### src/rtl/avam_defines.vh
`ifndef AVAM_DEFINES_VH
`define AVAM_DEFINES_VH
// ------------------------------------------------
// register byte offsets
// ------------------------------------------------
`define AVAM_OFS_VLAN      6'h00
`define AVAM_OFS_ARP       6'h04
`define AVAM_OFS_SIP_ADDR  6'h08
`define AVAM_OFS_SIP_MASK  6'h0c
`define AVAM_OFS_TIP_ADDR  6'h10
`define AVAM_OFS_TIP_MASK  6'h14
`define AVAM_OFS_HITCNT    6'h18
`define AVAM_OFS_STATUS    6'h1c
// ------------------------------------------------
// vlan register fields
// ------------------------------------------------
`define AVAM_TAG_LSB       0
`define AVAM_VIDEN_BIT     2
`define AVAM_PCPEN_BIT     3
`define AVAM_PCP_LSB       4
`define AVAM_FTYPE_LSB     7
`define AVAM_DENY_BIT      9
`define AVAM_VID_LSB       16
// ------------------------------------------------
// arp register fields
// ------------------------------------------------
`define AVAM_OPCLS_LSB     0
`define AVAM_REQREP_LSB    2
`define AVAM_SIPMD_LSB     4
`define AVAM_TIPMD_LSB     6
`define AVAM_SHA_LSB       8
`define AVAM_THA_LSB       10
`define AVAM_LEN_LSB       12
`define AVAM_HRD_LSB       14
`define AVAM_PRO_LSB       16
// ------------------------------------------------
// reset values
// ------------------------------------------------
`define AVAM_VLAN_RST      32'h0000_0000
`define AVAM_ARP_RST       32'h0002_aa00
`define AVAM_WORD_RST      32'h0000_0000
// ------------------------------------------------
// setting codes
// ------------------------------------------------
`define AVAM_TAG_ANY       2'h0
`define AVAM_TAG_ONLY      2'h1
`define AVAM_UNTAG_ONLY    2'h2
`define AVAM_FT_ANY        2'h0
`define AVAM_FT_ARP        2'h2
`define AVAM_OC_ARP        2'h1
`define AVAM_OC_RARP       2'h2
`define AVAM_OC_OTHER      2'h3
`define AVAM_RR_REQ        2'h1
`define AVAM_RR_REPLY      2'h2
`define AVAM_IP_HOST       2'h1
`define AVAM_IP_NET        2'h2
`define AVAM_CHK_0         2'h0
`define AVAM_CHK_1         2'h1
`define AVAM_CHK_ANY       2'h2
// ------------------------------------------------
// frame field reference values
// ------------------------------------------------
`define AVAM_OP_ARP_REQ    16'h0001
`define AVAM_OP_ARP_REP    16'h0002
`define AVAM_OP_RARP_REQ   16'h0003
`define AVAM_OP_RARP_REP   16'h0004
`define AVAM_HLN_ETH       8'h06
`define AVAM_PLN_IP4       8'h04
`define AVAM_HRD_ETH       16'h0001
`define AVAM_PRO_IP        16'h0800
`define AVAM_VID_NONE      12'h000
`endif

### src/rtl/avam_matcher.v
// Behaviour
// - tag selector any/tagged/untagged, reset any
// - vid filter any or value 1..4095
// - priority filter any or value 0..7
// - arp criteria only when type is arp
// - opcode class any/arp/rarp/unknown
// - request/reply any/request/reply
// - sender ip any/host/network under mask
// - target ip any/host/network under mask
// - arp sha equals/differs source mac
// - rarp tha equals/differs source mac
// - lengths compared with 0x06 and 0x04
// - hrd compared with 1, tri setting
// - pro compared with 0x800, tri setting
// - deny drops hit frame, permit passes
// - hit counter counts every hit
//
// Decided for this implementation: the address map and the Wishbone register port.
`timescale 1ns/100ps
`default_nettype none
`include "avam_defines.vh"

module avam_matcher (
  input  wire        clk,
  input  wire        resetn,
  // wishbone slave
  input  wire        wb_cyc_i,
  input  wire        wb_stb_i,
  input  wire        wb_we_i,
  input  wire [5:0]  wb_adr_i,
  input  wire [3:0]  wb_sel_i,
  input  wire [31:0] wb_dat_i,
  output reg  [31:0] wb_dat_o,
  output reg         wb_ack_o,
  // frame fields from classifier
  input  wire        frm_valid,
  input  wire [1:0]  frm_type,
  input  wire        frm_tagged,
  input  wire [11:0] frm_vid,
  input  wire [2:0]  frm_pcp,
  input  wire [15:0] operation_code_field,
  input  wire [31:0] sender_ip_field,
  input  wire [31:0] frm_target_ip,
  input  wire [47:0] frm_sha,
  input  wire [47:0] frm_tha,
  input  wire [47:0] frame_source_mac,
  input  wire [7:0]  frm_hln,
  input  wire [7:0]  frm_pln,
  input  wire [15:0] hardware_space_field_alias,
  input  wire [15:0] frm_pro,
  // verdict
  output reg         hit,
  output reg         drop,
  output reg         permit
);

  // ------------------------------------------------
  // configuration storage
  // ------------------------------------------------
  reg  [31:0] vlan_ff;      // vlan, type, action
  reg  [31:0] arp_ff;       // arp criteria
  reg  [31:0] sip_addr_ff;  // sender ip address
  reg  [31:0] sip_mask_ff;  // sender ip mask
  reg  [31:0] tip_addr_ff;  // target ip address
  reg  [31:0] tip_mask_ff;  // target ip mask
  reg  [31:0] hitcnt_ff;    // hit counter
  reg  [1:0]  last_ff;      // last verdict flags
  reg  [31:0] nxt_rd;       // read mux
  wire [31:0] bmask;        // byte lane mask
  wire        wb_req;       // new request
  wire        wb_wr;        // write this edge

  // ------------------------------------------------
  // field extraction
  // ------------------------------------------------
  wire [1:0]  tag_sel = vlan_ff[`AVAM_TAG_LSB +: 2];
  wire        vid_en  = vlan_ff[`AVAM_VIDEN_BIT];
  wire        pcp_en  = vlan_ff[`AVAM_PCPEN_BIT];
  wire [2:0]  pcp_val = vlan_ff[`AVAM_PCP_LSB +: 3];
  wire [1:0]  ftype   = vlan_ff[`AVAM_FTYPE_LSB +: 2];
  wire        deny    = vlan_ff[`AVAM_DENY_BIT];
  wire [11:0] vid_val = vlan_ff[`AVAM_VID_LSB +: 12];
  wire [1:0]  opcls   = arp_ff[`AVAM_OPCLS_LSB +: 2];
  wire [1:0]  reqrep  = arp_ff[`AVAM_REQREP_LSB +: 2];
  wire [1:0]  sip_md  = arp_ff[`AVAM_SIPMD_LSB +: 2];
  wire [1:0]  tip_md  = arp_ff[`AVAM_TIPMD_LSB +: 2];
  wire [1:0]  sha_chk = arp_ff[`AVAM_SHA_LSB +: 2];
  wire [1:0]  tha_chk = arp_ff[`AVAM_THA_LSB +: 2];
  wire [1:0]  len_chk = arp_ff[`AVAM_LEN_LSB +: 2];
  wire [1:0]  hrd_chk = arp_ff[`AVAM_HRD_LSB +: 2];
  wire [1:0]  pro_chk = arp_ff[`AVAM_PRO_LSB +: 2];

  // ------------------------------------------------
  // helpers
  // ------------------------------------------------
  // tri setting: 1 needs cond, 0 needs not cond
  function chk3;
    input [1:0] set;
    input       cond;
    begin
      case (set)
        `AVAM_CHK_0: chk3 = ~cond;
        `AVAM_CHK_1: chk3 = cond;
        default:     chk3 = 1'b1;
      endcase
    end
  endfunction

  // ip filter: any, host or masked network
  function ipm;
    input [1:0]  md;
    input [31:0] fld;
    input [31:0] adr;
    input [31:0] msk;
    begin
      case (md)
        `AVAM_IP_HOST: ipm = (fld == adr);
        `AVAM_IP_NET:  ipm = ((fld & msk) == (adr & msk));
        default:       ipm = 1'b1;
      endcase
    end
  endfunction

  // ------------------------------------------------
  // vlan criteria
  // ------------------------------------------------
  // tag selector, any by default
  wire m_tag = (tag_sel == `AVAM_TAG_ANY) |
               ((tag_sel == `AVAM_TAG_ONLY) & frm_tagged) |
               ((tag_sel == `AVAM_UNTAG_ONLY) & ~frm_tagged);
  // vid zero is illegal and never hits
  wire m_vid = ~vid_en | (frm_tagged &
               (vid_val != `AVAM_VID_NONE) & (frm_vid == vid_val));
  // priority only exists on tagged frames
  wire m_pcp = ~pcp_en | (frm_tagged & (frm_pcp == pcp_val));
  // frame type of the entry
  wire m_type = (ftype == `AVAM_FT_ANY) | (ftype == frm_type);

  // ------------------------------------------------
  // arp criteria
  // ------------------------------------------------
  wire op_areq = (operation_code_field == `AVAM_OP_ARP_REQ);
  wire op_arep = (operation_code_field == `AVAM_OP_ARP_REP);
  wire op_rreq = (operation_code_field == `AVAM_OP_RARP_REQ);
  wire op_rrep = (operation_code_field == `AVAM_OP_RARP_REP);
  wire is_arp  = op_areq | op_arep;
  wire is_rarp = op_rreq | op_rrep;
  reg  m_cls;  // opcode class
  reg  m_rr;   // request or reply

  // opcode class selection
  always @* begin
    case (opcls)
      `AVAM_OC_ARP:   m_cls = is_arp;
      `AVAM_OC_RARP:  m_cls = is_rarp;
      `AVAM_OC_OTHER: m_cls = ~is_arp & ~is_rarp;
      default:        m_cls = 1'b1;
    endcase
  end

  // request or reply selection
  always @* begin
    case (reqrep)
      `AVAM_RR_REQ:   m_rr = op_areq | op_rreq;
      `AVAM_RR_REPLY: m_rr = op_arep | op_rrep;
      default:        m_rr = 1'b1;
    endcase
  end

  // sender and target ip
  wire m_sip = ipm(sip_md, sender_ip_field,
                   sip_addr_ff, sip_mask_ff);
  wire m_tip = ipm(tip_md, frm_target_ip,
                   tip_addr_ff, tip_mask_ff);
  // hardware address checks, own opcode kind only
  wire m_sha = (sha_chk == `AVAM_CHK_ANY) |
               (is_arp & chk3(sha_chk, frm_sha == frame_source_mac));
  wire m_tha = (tha_chk == `AVAM_CHK_ANY) |
               (is_rarp & chk3(tha_chk, frm_tha == frame_source_mac));
  // length, hardware and protocol space
  wire m_len = chk3(len_chk, (frm_hln == `AVAM_HLN_ETH) &
                             (frm_pln == `AVAM_PLN_IP4));
  wire m_hrd = chk3(hrd_chk,
                    hardware_space_field_alias == `AVAM_HRD_ETH);
  wire m_pro = chk3(pro_chk, frm_pro == `AVAM_PRO_IP);

  // arp terms count only on an arp entry
  wire arp_all = m_cls & m_rr & m_sip & m_tip & m_sha &
                 m_tha & m_len & m_hrd & m_pro;
  wire m_arp   = (ftype != `AVAM_FT_ARP) | arp_all;

  // full conjunction of criteria
  wire match = m_tag & m_vid & m_pcp & m_type & m_arp;
  wire nxt_hit = frm_valid & match;

  // ------------------------------------------------
  // verdict outputs
  // ------------------------------------------------
  // one cycle pulses after the frame strobe
  always @(posedge clk or negedge resetn) begin
    if (!resetn) begin
      hit    <= 1'b0;
      drop   <= 1'b0;
      permit <= 1'b0;
    end else begin
      hit    <= nxt_hit;
      drop   <= nxt_hit & deny;
      permit <= nxt_hit & ~deny;
    end
  end

  // ------------------------------------------------
  // wishbone decode
  // ------------------------------------------------
  assign wb_req = wb_cyc_i & wb_stb_i & ~wb_ack_o;
  assign wb_wr  = wb_req & wb_we_i;
  assign bmask  = {{8{wb_sel_i[3]}}, {8{wb_sel_i[2]}},
                   {8{wb_sel_i[1]}}, {8{wb_sel_i[0]}}};

  // read mux, unmapped reads zero
  always @* begin
    case (wb_adr_i)
      `AVAM_OFS_VLAN:     nxt_rd = vlan_ff;
      `AVAM_OFS_ARP:      nxt_rd = arp_ff;
      `AVAM_OFS_SIP_ADDR: nxt_rd = sip_addr_ff;
      `AVAM_OFS_SIP_MASK: nxt_rd = sip_mask_ff;
      `AVAM_OFS_TIP_ADDR: nxt_rd = tip_addr_ff;
      `AVAM_OFS_TIP_MASK: nxt_rd = tip_mask_ff;
      `AVAM_OFS_HITCNT:   nxt_rd = hitcnt_ff;
      `AVAM_OFS_STATUS:   nxt_rd = {30'h0000_0000, last_ff};
      default:            nxt_rd = 32'h0000_0000;
    endcase
  end

  // ack one cycle after request, then drop
  always @(posedge clk or negedge resetn) begin
    if (!resetn) begin
      wb_ack_o <= 1'b0;
      wb_dat_o <= `AVAM_WORD_RST;
    end else begin
      wb_ack_o <= wb_req;
      if (wb_req & ~wb_we_i) begin
        wb_dat_o <= nxt_rd;
      end
    end
  end

  // ------------------------------------------------
  // configuration writes
  // ------------------------------------------------
  // byte lanes merge into stored words
  always @(posedge clk or negedge resetn) begin
    if (!resetn) begin
      vlan_ff     <= `AVAM_VLAN_RST;
      arp_ff      <= `AVAM_ARP_RST;
      sip_addr_ff <= `AVAM_WORD_RST;
      sip_mask_ff <= `AVAM_WORD_RST;
      tip_addr_ff <= `AVAM_WORD_RST;
      tip_mask_ff <= `AVAM_WORD_RST;
    end else if (wb_wr) begin
      case (wb_adr_i)
        `AVAM_OFS_VLAN: begin
          vlan_ff <= (vlan_ff & ~bmask) | (wb_dat_i & bmask);
        end
        `AVAM_OFS_ARP: begin
          arp_ff <= (arp_ff & ~bmask) | (wb_dat_i & bmask);
        end
        `AVAM_OFS_SIP_ADDR: begin
          sip_addr_ff <= (sip_addr_ff & ~bmask) | (wb_dat_i & bmask);
        end
        `AVAM_OFS_SIP_MASK: begin
          sip_mask_ff <= (sip_mask_ff & ~bmask) | (wb_dat_i & bmask);
        end
        `AVAM_OFS_TIP_ADDR: begin
          tip_addr_ff <= (tip_addr_ff & ~bmask) | (wb_dat_i & bmask);
        end
        `AVAM_OFS_TIP_MASK: begin
          tip_mask_ff <= (tip_mask_ff & ~bmask) | (wb_dat_i & bmask);
        end
        default: begin
          vlan_ff <= vlan_ff;  // hit counter, read only status or unmapped
        end
      endcase
    end
  end

  // ------------------------------------------------
  // hit counter and status
  // ------------------------------------------------
  // write clears, a hit in the same cycle loads the count as one
  always @(posedge clk or negedge resetn) begin
    if (!resetn) begin
      hitcnt_ff <= `AVAM_WORD_RST;
      last_ff   <= 2'h0;
    end else begin
      if (wb_wr & (wb_adr_i == `AVAM_OFS_HITCNT)) begin
        hitcnt_ff <= {31'h0000_0000, nxt_hit};
      end else if (nxt_hit) begin
        hitcnt_ff <= hitcnt_ff + 32'h0000_0001;
      end
      if (frm_valid) begin
        last_ff <= {nxt_hit & deny, nxt_hit};
      end
    end
  end

endmodule // avam_matcher
`default_nettype wire

### config.mk
export PLATFORM = sky130hd
export DESIGN_NAME = avam_matcher
export DESIGN_NICKNAME = d
export VERILOG_FILES = /design/src/rtl/avam_matcher.v
export VERILOG_INCLUDE_DIRS = /design/src /design/src/rtl
export SDC_FILE = /design/constraint.sdc
export NUM_CORES = 1
export LEC_CHECK = 0
export ABC_AREA = 1
export BUFFER_PORTS_ARGS = -buffer_cell sky130_fd_sc_hd__buf_2
export CAP_MARGIN = 20
export CORE_MARGIN = 8
export CORE_UTILIZATION = 47
export CTS_CLUSTER_SIZE = 25
export DETAILED_ROUTE_END_ITERATION = 12
export PLACE_DENSITY = 0.77
export SETUP_SLACK_MARGIN = 0.05
export SLEW_MARGIN = 5
export SYNTH_ARGS = -nofsm -noshare
export SYNTH_HDL_FRONTEND = slang
export SYNTH_SLANG_ARGS = --single-unit
export TNS_END_PERCENT = 1
### constraint.sdc
create_clock -name clk -period 5.79 [get_ports clk]
set_input_delay 0.579 -clock clk [delete_from_list [all_inputs] [get_ports clk]]
set_output_delay 0.579 -clock clk [all_outputs]
set_load 0.03 [all_outputs]
Word level (Yosys, flattened, before mapping)
Index checks and enable logic that the tools add are counted.
Widths: inputs -> output; s select.
{ "word_totals": {"register_bits": 262, "output_inout_bits": 36, "elab_cells": 157} }
{ "op_classes": {"add_sub_neg": 1, "eq_ne": 43, "n_mux": 12, "bitwise": 72, "n_reduce_logical": 16} }
{ "ops": {"columns": ["operator", "n"], "rows": [
  ["$and 32x32->32", 11],
  ["$pmux 32 s8", 1],
  ["$or 32x32->32", 6],
  ["$eq 32x32->1", 4],
  ["$eq 48x48->1", 2],
  ["$mux 32", 2],
  ["$add 32x1->32 const B", 1],
  ["$eq 16x1->1 const B", 2],
  ["$eq 16x2->1 const B", 2],
  ["$not 32->32", 1],
  ["$and 1x1->1", 29],
  ["$eq 6x5->1 const B", 4],
  ["$eq 2x1->1 const B", 10],
  ["$eq 16x12->1 const B", 1],
  ["$eq 16x3->1 const B", 1],
  ["$eq 2x2->1 const B", 8],
  ["$eq 8x3->1 const B", 2],
  ["$pmux 1 s2", 8],
  ["$logic_not 2->1", 7],
  ["$not 1->1", 13],
  ["$eq 12x12->1", 1],
  ["$eq 6x4->1 const B", 2],
  ["$or 1x1->1", 12],
  ["$reduce_and 2->1", 6],
  ["other kinds (8)", 8]
]} }

Depth between registers and ports, before layout
Gate-level depths: netlist (run 1).
{ "depth": {"word_depth": 18, "depth_mapped": 18} }

Least setup slack after synthesis (run 1)
No wires, ideal clock.
{ "synth_timing": {"kind": "input to register", "from": "in operation_code_field[15]", "to": "reg hitcnt_ff[11]", "t_arrival_ns": 1.977, "required_time_ns": 5.672, "path_slack_ns": 3.695, "stages": 15, "path_buffers": 1, "cell_sequence": "nor2_1 nand2_1 nor2_2 nand3_2 nand2_1 a21oi_1 nor2_1 nand2_1 a21oi_2 nand3_2 nand2_4 nand2_4 buf_6 nand3_1 nand2_1"} }
{ "synth_between": {"elab_chain_len": 17, "elab_cells_between_ends": 29} }
{ "synth_lines": {"columns": ["item", "line", "rtl"], "rows": [
  ["start, declared", "avam_matcher.v:41", "input wire [15:0] operation_code_field,"],
  ["$eq 16x1->1 (no source line) (tied with other cells)", null, null],
  ["$or 1x1->1, on equally long branches", "avam_matcher.v:146, avam_matcher.v:147", null],
  ["$not 1->1", "avam_matcher.v:156", "`AVAM_OC_OTHER: m_cls = ~is_arp & ~is_rarp;"],
  ["$and 1x1->1", "avam_matcher.v:156", null],
  ["$pmux 1 s3", "avam_matcher.v:153", "case (opcls)"],
  ["$and 1x1->1 (4 in series)", "avam_matcher.v:188", "wire arp_all = m_cls & m_rr & m_sip & m_tip & m_sha &"],
  ["$and 1x1->1 *", "avam_matcher.v:188", null],
  ["$and 1x1->1 * (3 in series)", "avam_matcher.v:189", "m_tha & m_len & m_hrd & m_pro;"],
  ["$or 1x1->1 *", "avam_matcher.v:190", "wire m_arp = (ftype != `AVAM_FT_ARP) | arp_all;"],
  ["$and 1x1->1 *", "avam_matcher.v:193", "wire match = m_tag & m_vid & m_pcp & m_type & m_arp;"],
  ["$and 1x1->1 *", "avam_matcher.v:194", "wire nxt_hit = frm_valid & match;"],
  ["$reduce_bool 2->1 (no source line) *", null, null],
  ["end signal, assigned", "avam_matcher.v:293", "hitcnt_ff <= `AVAM_WORD_RST;"],
  ["end signal, assigned", "avam_matcher.v:297", "hitcnt_ff <= {31'h0000_0000, nxt_hit};"],
  ["end signal, assigned", "avam_matcher.v:299", "hitcnt_ff <= hitcnt_ff + 32'h0000_0001;"],
  ["end, declared", "avam_matcher.v:66", "reg [31:0] hitcnt_ff;"]
]} }
Every way passes the cells marked *; elsewhere a longest branch is shown, timed or not.
A chain may end at the register's enable or synchronous reset.

==> results of run 1 <==
-- synthesized netlist by cell type (all sizes together) (7+ instances only) --
cell / instances
nand2: 640
dfrtp: 257
inv: 224
o21ai: 206
nor2: 179
xnor2: 119
nand3: 113
a22oi: 60
clkbuf: 45
xor2: 45
nand4: 43
nor3: 28
buf: 20
o22ai: 16
o2111ai: 15
a21oi: 13
or2: 13
a221oi: 12
nand3b: 12
nor4: 12
a21o: 9
a31oi: 7
ha: 7
-- logic make-up (layout without fill, tap and decap cells) --
| logic type | after synthesis | after routing | synth area share |
|---|---|---|---|
| and+or+nand+nor | 1047 | 1047 | 0.2817 |
| DFF | 262 | 262 | 0.4171 |
| xor gates and xnor gates | 164 | 164 | 0.09129 |
| buffers and inverters | 290 | 662 | 0.07244 |
| other | 0 | 3 | 0 |
| adders and majority gates | 7 | 7 | 0.005566 |
| AOI/OAI and AO/OA | 347 | 347 | 0.1319 |
-- worst max-delay path by stage --
| stage | endpoint | slack [ns] |
|---|---|---|
| floorplan | hitcnt_ff[11] | 3.69 |
| global placement | flop | 2.50 |
| detailed placement | flop | 2.42 |
| CTS | hitcnt_ff[20] | 2.89 |
| global route | hitcnt_ff[12] | 2.63 |
| finish | hitcnt_ff[20] | 2.82 |
-- critical path: stages, from the launching register on --
cell	delay, ns
dfrtp_1	0.43
xnor2_1	0.21
nor2_1	0.07
nor2_1	0.16
nand2_1	0.07
nor2_1	0.27
nand3_1	0.12
nand3_1	0.20
nand2_1	0.10
nor2_2	0.10
nand3_2	0.13
nand2_4	0.34
nand2_4	0.36
nand3_1	0.18
nand2_1	0.08
-- routing by layer --
| metal | share of wire | wire length, µm |
|---|---|---|
| met1 | 0.42 | 25240 |
| met2 | 0.45 | 26930 |
| met3 | 0.10 | 6145 |
| met4 | 0.031 | 1892 |
| met5 | 0.00018 | 11 |
-- through the flow --
stage               area [µm²]  hold slack [ns]  total power, mW  std cells
floorplan                15740           0.2834            2.212       2117
global placement         17990           0.4528            2.481       2885
detailed placement       17990           0.4644            2.498       2885
CTS                      18960           0.1995            4.372       2937
global route             18960           0.2214            4.512       2937
finish                   18960          0.09862            4.374       2940
-- area by class of cell --
cell class | count | area [µm²]
Tap cell | 448 | 560.5
Fill cell | 3100 | 14320
Sequential cell | 262 | 6563
Clock inverter | 19 | 217.7
Multi-Input combinational cell | 1565 | 8054
Clock buffer | 33 | 749.5
Inverter | 225 | 844.6
Antenna cell | 3 | 7.507
Timing Repair Buffer | 385 | 1967
-- report_power, final --
part | total, mW | switching [mW] | internal [mW] | leakage (nW)
registers | 1.93 | 0.0530 | 1.88 | 3.61
logic | 0.543 | 0.324 | 0.219 | 5.17
clock network | 1.90 | 0.791 | 1.11 | 0.476
total | 4.37 | 1.17 | 3.21 | 9.26
==> results_dict.tcl, run 1 <==
set metrics [dict create \
    status "complete, no violations" \
    maxCapViolCount 0 \
    tns_ns 0 \
    async_reset_ff_frac 1.000 \
    place.gp.congestion 0.9798 \
    synth-edff-count 0 \
    cts.path.max_buffers 3 \
    pre_cts_slack_ns 2.420 \
    die_h_um 199.0 \
    drv_slew 0 \
    postCtsSetupBuffers 0 \
    avgViaCountPerCell 5.573 \
    setup_ws_ns 2.822 \
    cts_tree "yes" \
    ys.flop_type "dfrtp_1" \
    setup_viol 0 \
    clock_sinks 262 \
    io_pins 374 \
    met2_usage 0.4672 \
    placement.io_buffers 373 \
    critPathMaxFanout 37 \
    grt_pass1_vias 15910 \
    p_per_area_mw_per_mm2 230.7 \
    synthesis.area_mm2 0.01574 \
    drt_iter0_drc 1775 \
    mostFrequentLayoutCell "nand2_1" \
    relSlewSlack 0.2757 \
    cts_hold_buf 0 \
    met3_usage 0.06496 \
    cp.arrival_ns 3.41 \
    cts-root-buf "clkbuf_16" \
    post_drt_wl_per_cell_um 20.48 \
    cts.htree.levels 1 \
    postRouteAntennaNets 0 \
    fin_crit_ns 2.968 \
    r2r_end "hitcnt_ff[20]" \
    avgSynthCellArea_um2 7.433 \
    worstPathRequired_ns 6.23 \
    start_util 0.4728 \
    clkSlewWorstSetupHoldPaths_ns 0.07 \
    die_w_um 199.0 \
    synthTopCellsByArea "dfrtp_1, nand2_1, xnor2_1" \
    grt_pass1_wl_um 91180 \
    skew_ns 0.02499 \
    reg2reg_slack_ns 2.82 \
    yosysSeqAreaShare 0.4171 \
    worst_pin_slew_ns 1.086 \
    rsz0062_at_grt "false" \
    ys_seq_elements 262 \
    insertion_delay_ns 0.57 \
    grt_max_degree 134 \
    peakVddDrop_mv 0.1970 \
    firstDrtPassIters 6 \
    busiest_layer "met2" \
    layout_common_cells "nand2_1, buf_2, dfrtp_1" \
    gr-usage-met1 0.4068 \
    finalCritPeriodShare 0.5126 \
    critPathCaptureType "flop" \
    startpoint_type "flop" \
    vias 16380 \
    dp_hpwl_um 46420 \
    cts_buffers 28 \
    die-area_mm2 0.03959 \
    drive_gt1_frac 0.1924 \
    synth_top_area_share 0.4087 \
    row_count 67 \
    track_usage 0.2978 \
    fin_util 0.5698 \
    area_growth_pct 20.52 \
    yosysTopAreaCell "dfrtp_1" \
    hold_violations 0 \
    p_leak_nw 9.256 \
    core_mm2 0.03328 \
    antenna_found_initial 2 \
    fmax_mhz 336.9 \
    yosysUniqueCellTypes 45 \
    fin_nets 2812 \
    drt_drc_violations_left 0 \
    cts_resized 0 \
    overflow 0 \
    critical_path_class "flop to flop" \
    synth_nets 2462 \
    reg2reg_depth 14 \
    yosysWarnings 0 \
    synthesis.instances 2117 \
    drt_wl_total_um 60220 \
    hp-class "primary input to async pin" \
]
Power figures use the tool's default switching activity.
==> run 2, diff against run 1 <==
==> constraint.sdc (replaced) <==
create_clock -name clk -period 3.1 [get_ports clk]
set_input_delay 0.31 -clock clk [delete_from_list [all_inputs] [get_ports clk]]
set_output_delay 0.31 -clock clk [all_outputs]
set_load 0.03 [all_outputs]
==> results_dict.tcl, run 2 (synthesis results as in run 1) <==
set metrics [dict create \
    status "complete, no violations" \
    whs_endpoint "wb_ack_o" \
    start_util 0.4728 \
    area_growth_pct 21.58 \
    cp.arrival_ns 3.06 \
    hp-class "primary input to flop" \
    crit_top_cell "nand3_1" \
    firstDrtPassIters 7 \
    maxCapViolCount 0 \
    cts_buffers 29 \
    fmax_mhz 389.5 \
    post_drt_wl_per_cell_um 20.59 \
    drive_gt1_frac 0.1968 \
    clock_sinks 262 \
    core_mm2 0.03328 \
    critical-path-max-stage-delay_ns 0.41 \
    io_pins 374 \
    p_leak_nw 9.350 \
    fin_hold_ws_ns 0.02549 \
    p_per_area_mw_per_mm2 421.9 \
    final_area_mm2 0.01913 \
    grt_pass1_vias 16010 \
    place.gp.congestion 0.9771 \
    die-area_mm2 0.03959 \
    vias 16480 \
    critical_path_class "flop to flop" \
    fin_crit_ns 2.568 \
    path_cells "inv_1 > nand3_1 > nand2_1 > nor2_1 > nand3_1 > nor2_1 > nand3_1 > nand3_1 > nand2_1 > a21oi_2 > nand3_2 > nand2_4 > buf_4 > nand4_1 > nand2_1" \
    insertion_delay_ns 0.57 \
    r2r_end "hitcnt_ff[4]" \
    reg2reg_slack_ns 0.53 \
    setup_viol 0 \
    drv_slew 0 \
    layout_common_cells "nand2_1, buf_2, dfrtp_1" \
    holdPathStages 3 \
    track_usage 0.3016 \
    grt_pass1_wl_um 91870 \
    place_area_mm2 0.01818 \
    grt_max_degree 97 \
    postCtsSetupBuffers 0 \
    overflow 0 \
    worst_pin_slew_ns 1.023 \
    cts.path.max_buffers 3 \
    hold_violations 0 \
    mostFrequentLayoutCell "nand2_1" \
    avgViaCountPerCell 5.568 \
    dp_hpwl_um 47240 \
    path_delay_family "simple AND/OR/NAND/NOR gates" \
    startpoint_type "flop" \
    antenna_found_initial 4 \
    crit_path_top_delay_cell "dfrtp_1" \
    relSlewSlack 0.3170 \
    placement.io_buffers 373 \
    clkSlewWorstSetupHoldPaths_ns 0.06 \
    fin_nets 2835 \
    cts.htree.levels 1 \
    worstPathRequired_ns 3.59 \
    drt_iter0_drc 1785 \
    die_w_um 199.0 \
    critPathCaptureType "flop" \
    reg2reg_depth 15 \
    drt_wl_total_um 60940 \
    cp_num_buf_inv 2 \
    cts-root-buf "clkbuf_16" \
    peakVddDrop_mv 0.4053 \
    skew_ns 0.01584 \
    min_from "wb_cyc_i" \
    die_h_um 199.0 \
    drt_drc_violations_left 0 \
    cts_tree "yes" \
    cts_resized 0 \
    postRouteAntennaNets 0 \
    finalCritPeriodShare 0.8283 \
    row_count 67 \
    tns_ns 0 \
    critPathMaxFanout 32 \
    rsz0062_at_grt "false" \
]
-- run 2: metal layers --
layer,up-vias,track usage,routed length [µm]
met2,909,0.4811,27370
met1,7748,0.4079,24990
met5,-,0,26
met4,4,0.09306,2095
li1,7668,-,-
met3,152,0.06260,6450
-- run 2: worst register-to-register path: cells and delay by family (launching register included) --
family | cells | cell delay [ns]
compound gates | 1 | 0.18
simple gates | 12 | 1.49
flops | 1 | 0.41
buf+inv | 2 | 0.41
-- run 2: worst max path at each step --
stage          cells past startpoint                    start            end  slack, ns
2_1_floorplan                     16                     flop  hitcnt_ff[11]       1.23
3_3_place_gp                      14  operation_code_field[7]  hitcnt_ff[31]       0.57
3_5_place_dp                      14  operation_code_field[7]   hitcnt_ff[4]       0.50
4_1_cts                           15                     flop   hitcnt_ff[4]       0.62
5_1_grt                            8                     flop  hitcnt_ff[29]       0.42
6_report                          15                     flop   hitcnt_ff[4]       0.53
-- run 2: area by class of cell --
cell class / count / area, µm²
multi-input cells: 1565 / 8049
fillers: 3134 / 14150
repair buffers: 407 / 2172
clock inverters: 8 / 88.84
inverters: 225 / 844.6
clock buffers: 43 / 848.3
flip-flops and latches: 262 / 6563
well taps: 448 / 560.5
diodes: 2 / 5.005
-- run 2: what timing repair did --
| item | in CTS | in global routing |
|---|---|---|
| hold buffers | 1 | 0 |
| endpoints found under the setup margin | 0 | 0 |
| hold endpoints to repair | 93 | 0 |
-- run 2: power breakdown --
group          internal [mW]  switching (mW)  total (mW)
Clock                   1.97            1.45        3.42
Combinational          0.418           0.617        1.03
Sequential              3.51           0.101        3.61
-- run 2: metrics by stage --
step	utilization	total power, mW	cells	worst slack [ns]
floorplan	-	4.131	2117	1.233
global placement	0.5462	4.653	2906	0.5707
detailed placement	0.5462	4.687	2906	0.5023
CTS	0.5747	8.084	2958	0.6202
global route	0.5747	8.343	2958	0.4225
finish	0.5748	8.071	2960	0.5323
==> run 3, diff against run 2 <==
==> constraint.sdc (replaced) <==
create_clock -name clk -period 2.5 [get_ports clk]
set_input_delay 0.25 -clock clk [delete_from_list [all_inputs] [get_ports clk]]
set_output_delay 0.25 -clock clk [all_outputs]
set_load 0.03 [all_outputs]
==> results_dict.tcl, run 3 (synthesis results as in run 1) <==
set metrics [dict create \
    status "complete, no violations" \
    cts.htree.levels 1 \
    fin_hold_ws_ns 0.03977 \
    place_area_mm2 0.01833 \
    clkSlewWorstSetupHoldPaths_ns 0.06 \
    crit_path_top_delay_cell "dfrtp_1" \
    avgViaCountPerCell 5.537 \
    cts.path.max_buffers 3 \
    setup_viol 0 \
    cts_tree "yes" \
    path_cells "xor2_1 > nor4_1 > nand4_1 > o21ai_1 > and2_2 > buf_4 > nand4_1 > nand2_1" \
    p_leak_nw 9.475 \
    critical-path-max-stage-delay_ns 0.46 \
    postCtsSetupBuffers 0 \
    grt_max_degree 70 \
    vias 16490 \
    peakVddDrop_mv 0.4944 \
    drive_gt1_frac 0.2044 \
    final_area_mm2 0.01938 \
    rsz0062_at_grt "true" \
    firstDrtPassIters 5 \
    io_pins 374 \
    min_from "wb_dat_i[30]" \
    skew_ns 0.01440 \
    critPathCaptureType "flop" \
    area_growth_pct 23.18 \
    relSlewSlack 0.2871 \
    worstPathRequired_ns 2.99 \
    grt_pass1_vias 16240 \
    postRouteAntennaNets 0 \
    overflow 0 \
    fin_crit_ns 2.451 \
    cp.arrival_ns 2.94 \
    mostFrequentLayoutCell "nand2_1" \
    hp-class "primary input to flop" \
    drt_wl_total_um 62670 \
    drv_slew 0 \
    maxCapViolCount 0 \
    p_per_area_mw_per_mm2 527.3 \
    antenna_found_initial 1 \
    row_count 67 \
    die_w_um 199.0 \
    fmax_mhz 408.1 \
    crit_top_cell "nand4_1" \
    clock_sinks 262 \
    finalCritPeriodShare 0.9803 \
    place.gp.congestion 0.9685 \
    critical_path_class "flop to flop" \
    cts-root-buf "clkbuf_16" \
    startpoint_type "flop" \
    cp_num_buf_inv 1 \
    critPathMaxFanout 15 \
    start_util 0.4728 \
    layout_common_cells "nand2_1, buf_2, dfrtp_1" \
    worst_pin_slew_ns 1.068 \
    placement.io_buffers 373 \
    die_h_um 199.0 \
    cts_buffers 29 \
    dp_hpwl_um 48490 \
    hold_violations 0 \
    drt_drc_violations_left 0 \
    post_drt_wl_per_cell_um 21.04 \
    track_usage 0.3081 \
    insertion_delay_ns 0.56 \
    grt_pass1_wl_um 93580 \
    fin_nets 2853 \
    drt_iter0_drc 2009 \
    die-area_mm2 0.03959 \
    path_delay_family "simple AND/OR/NAND/NOR gates" \
    tns_ns 0 \
    core_mm2 0.03328 \
]
-- run 3: worst paths after layout --
path                       depth (start not counted)  slack, ns            end
setup / recovery                                   8       0.05  hitcnt_ff[24]
hold / removal                                     3       0.04           flop
setup reg to reg                                   8       0.05  hitcnt_ff[24]
hold reg to reg                                    1       0.47   wb_dat_o[14]
max in group asynchronous                          3       1.32      async pin
min in group asynchronous                          2       0.28           drop
-- run 3: area by class of cell --
class	count	area (µm²)
tap	448	560.5
inverter	225	844.6
timing repair buffer	425	2356
clock buffer	43	848.3
sequential	262	6563
multi-input combinational	1565	8082
clock inverter	9	126.4
fill	3128	13900
antenna	1	2.502
-- run 3: routing by layer --
| layer | global-route usage | wire [µm] | up-vias |
|---|---|---|---|
| li1 | - | - | 7686 |
| met1 | 0.4235 | 26480 | 7795 |
| met2 | 0.4834 | 28010 | 871 |
| met3 | 0.06192 | 6099 | 136 |
| met4 | 0.09772 | 2075 | 0 |
| met5 | 0 | 0 | - |
-- run 3: power by group --
part / internal [mW] / switching (mW) / leakage (nW)
Clock: 2.64 / 1.79 / 0.479
Sequential: 4.35 / 0.126 / 3.61
Combinational: 0.535 / 0.776 / 5.38
Total: 7.53 / 2.69 / 9.48
-- run 3: through the flow --
stage | power [mW] | worst slack, ns | utilization | cells
after floorplan | 5.122 | 0.6329 | - | 2117
after global placement | 5.798 | 0.06495 | 0.5507 | 2921
after detailed placement | 5.832 | 0.007963 | 0.5507 | 2921
after CTS | 10.21 | 0.07623 | 0.5818 | 2977
after global routing | 10.53 | -0.01606 | 0.5823 | 2977
final | 10.22 | 0.04934 | 0.5824 | 2978
-- run 3: timing repair --
action / 4_1_cts / 5_1_grt
resized for setup: 3 / 7
cloned: 0 / 0
hold buffers: 4 / 0
setup endpoints to repair: 33 / 78
pin swaps: 1 / 2
hold endpoints to repair: 65 / 0
-- run 3: worst register-to-register path, delay by kind of cell (launching register included) --
family                 cells  cell delay [ns]
AND/OR/NAND/NOR            5             1.23
buffers and inverters      1             0.26
AO/OA/AOI/OAI              1             0.23
flip-flops                 1             0.46
XOR/XNOR                   1             0.20
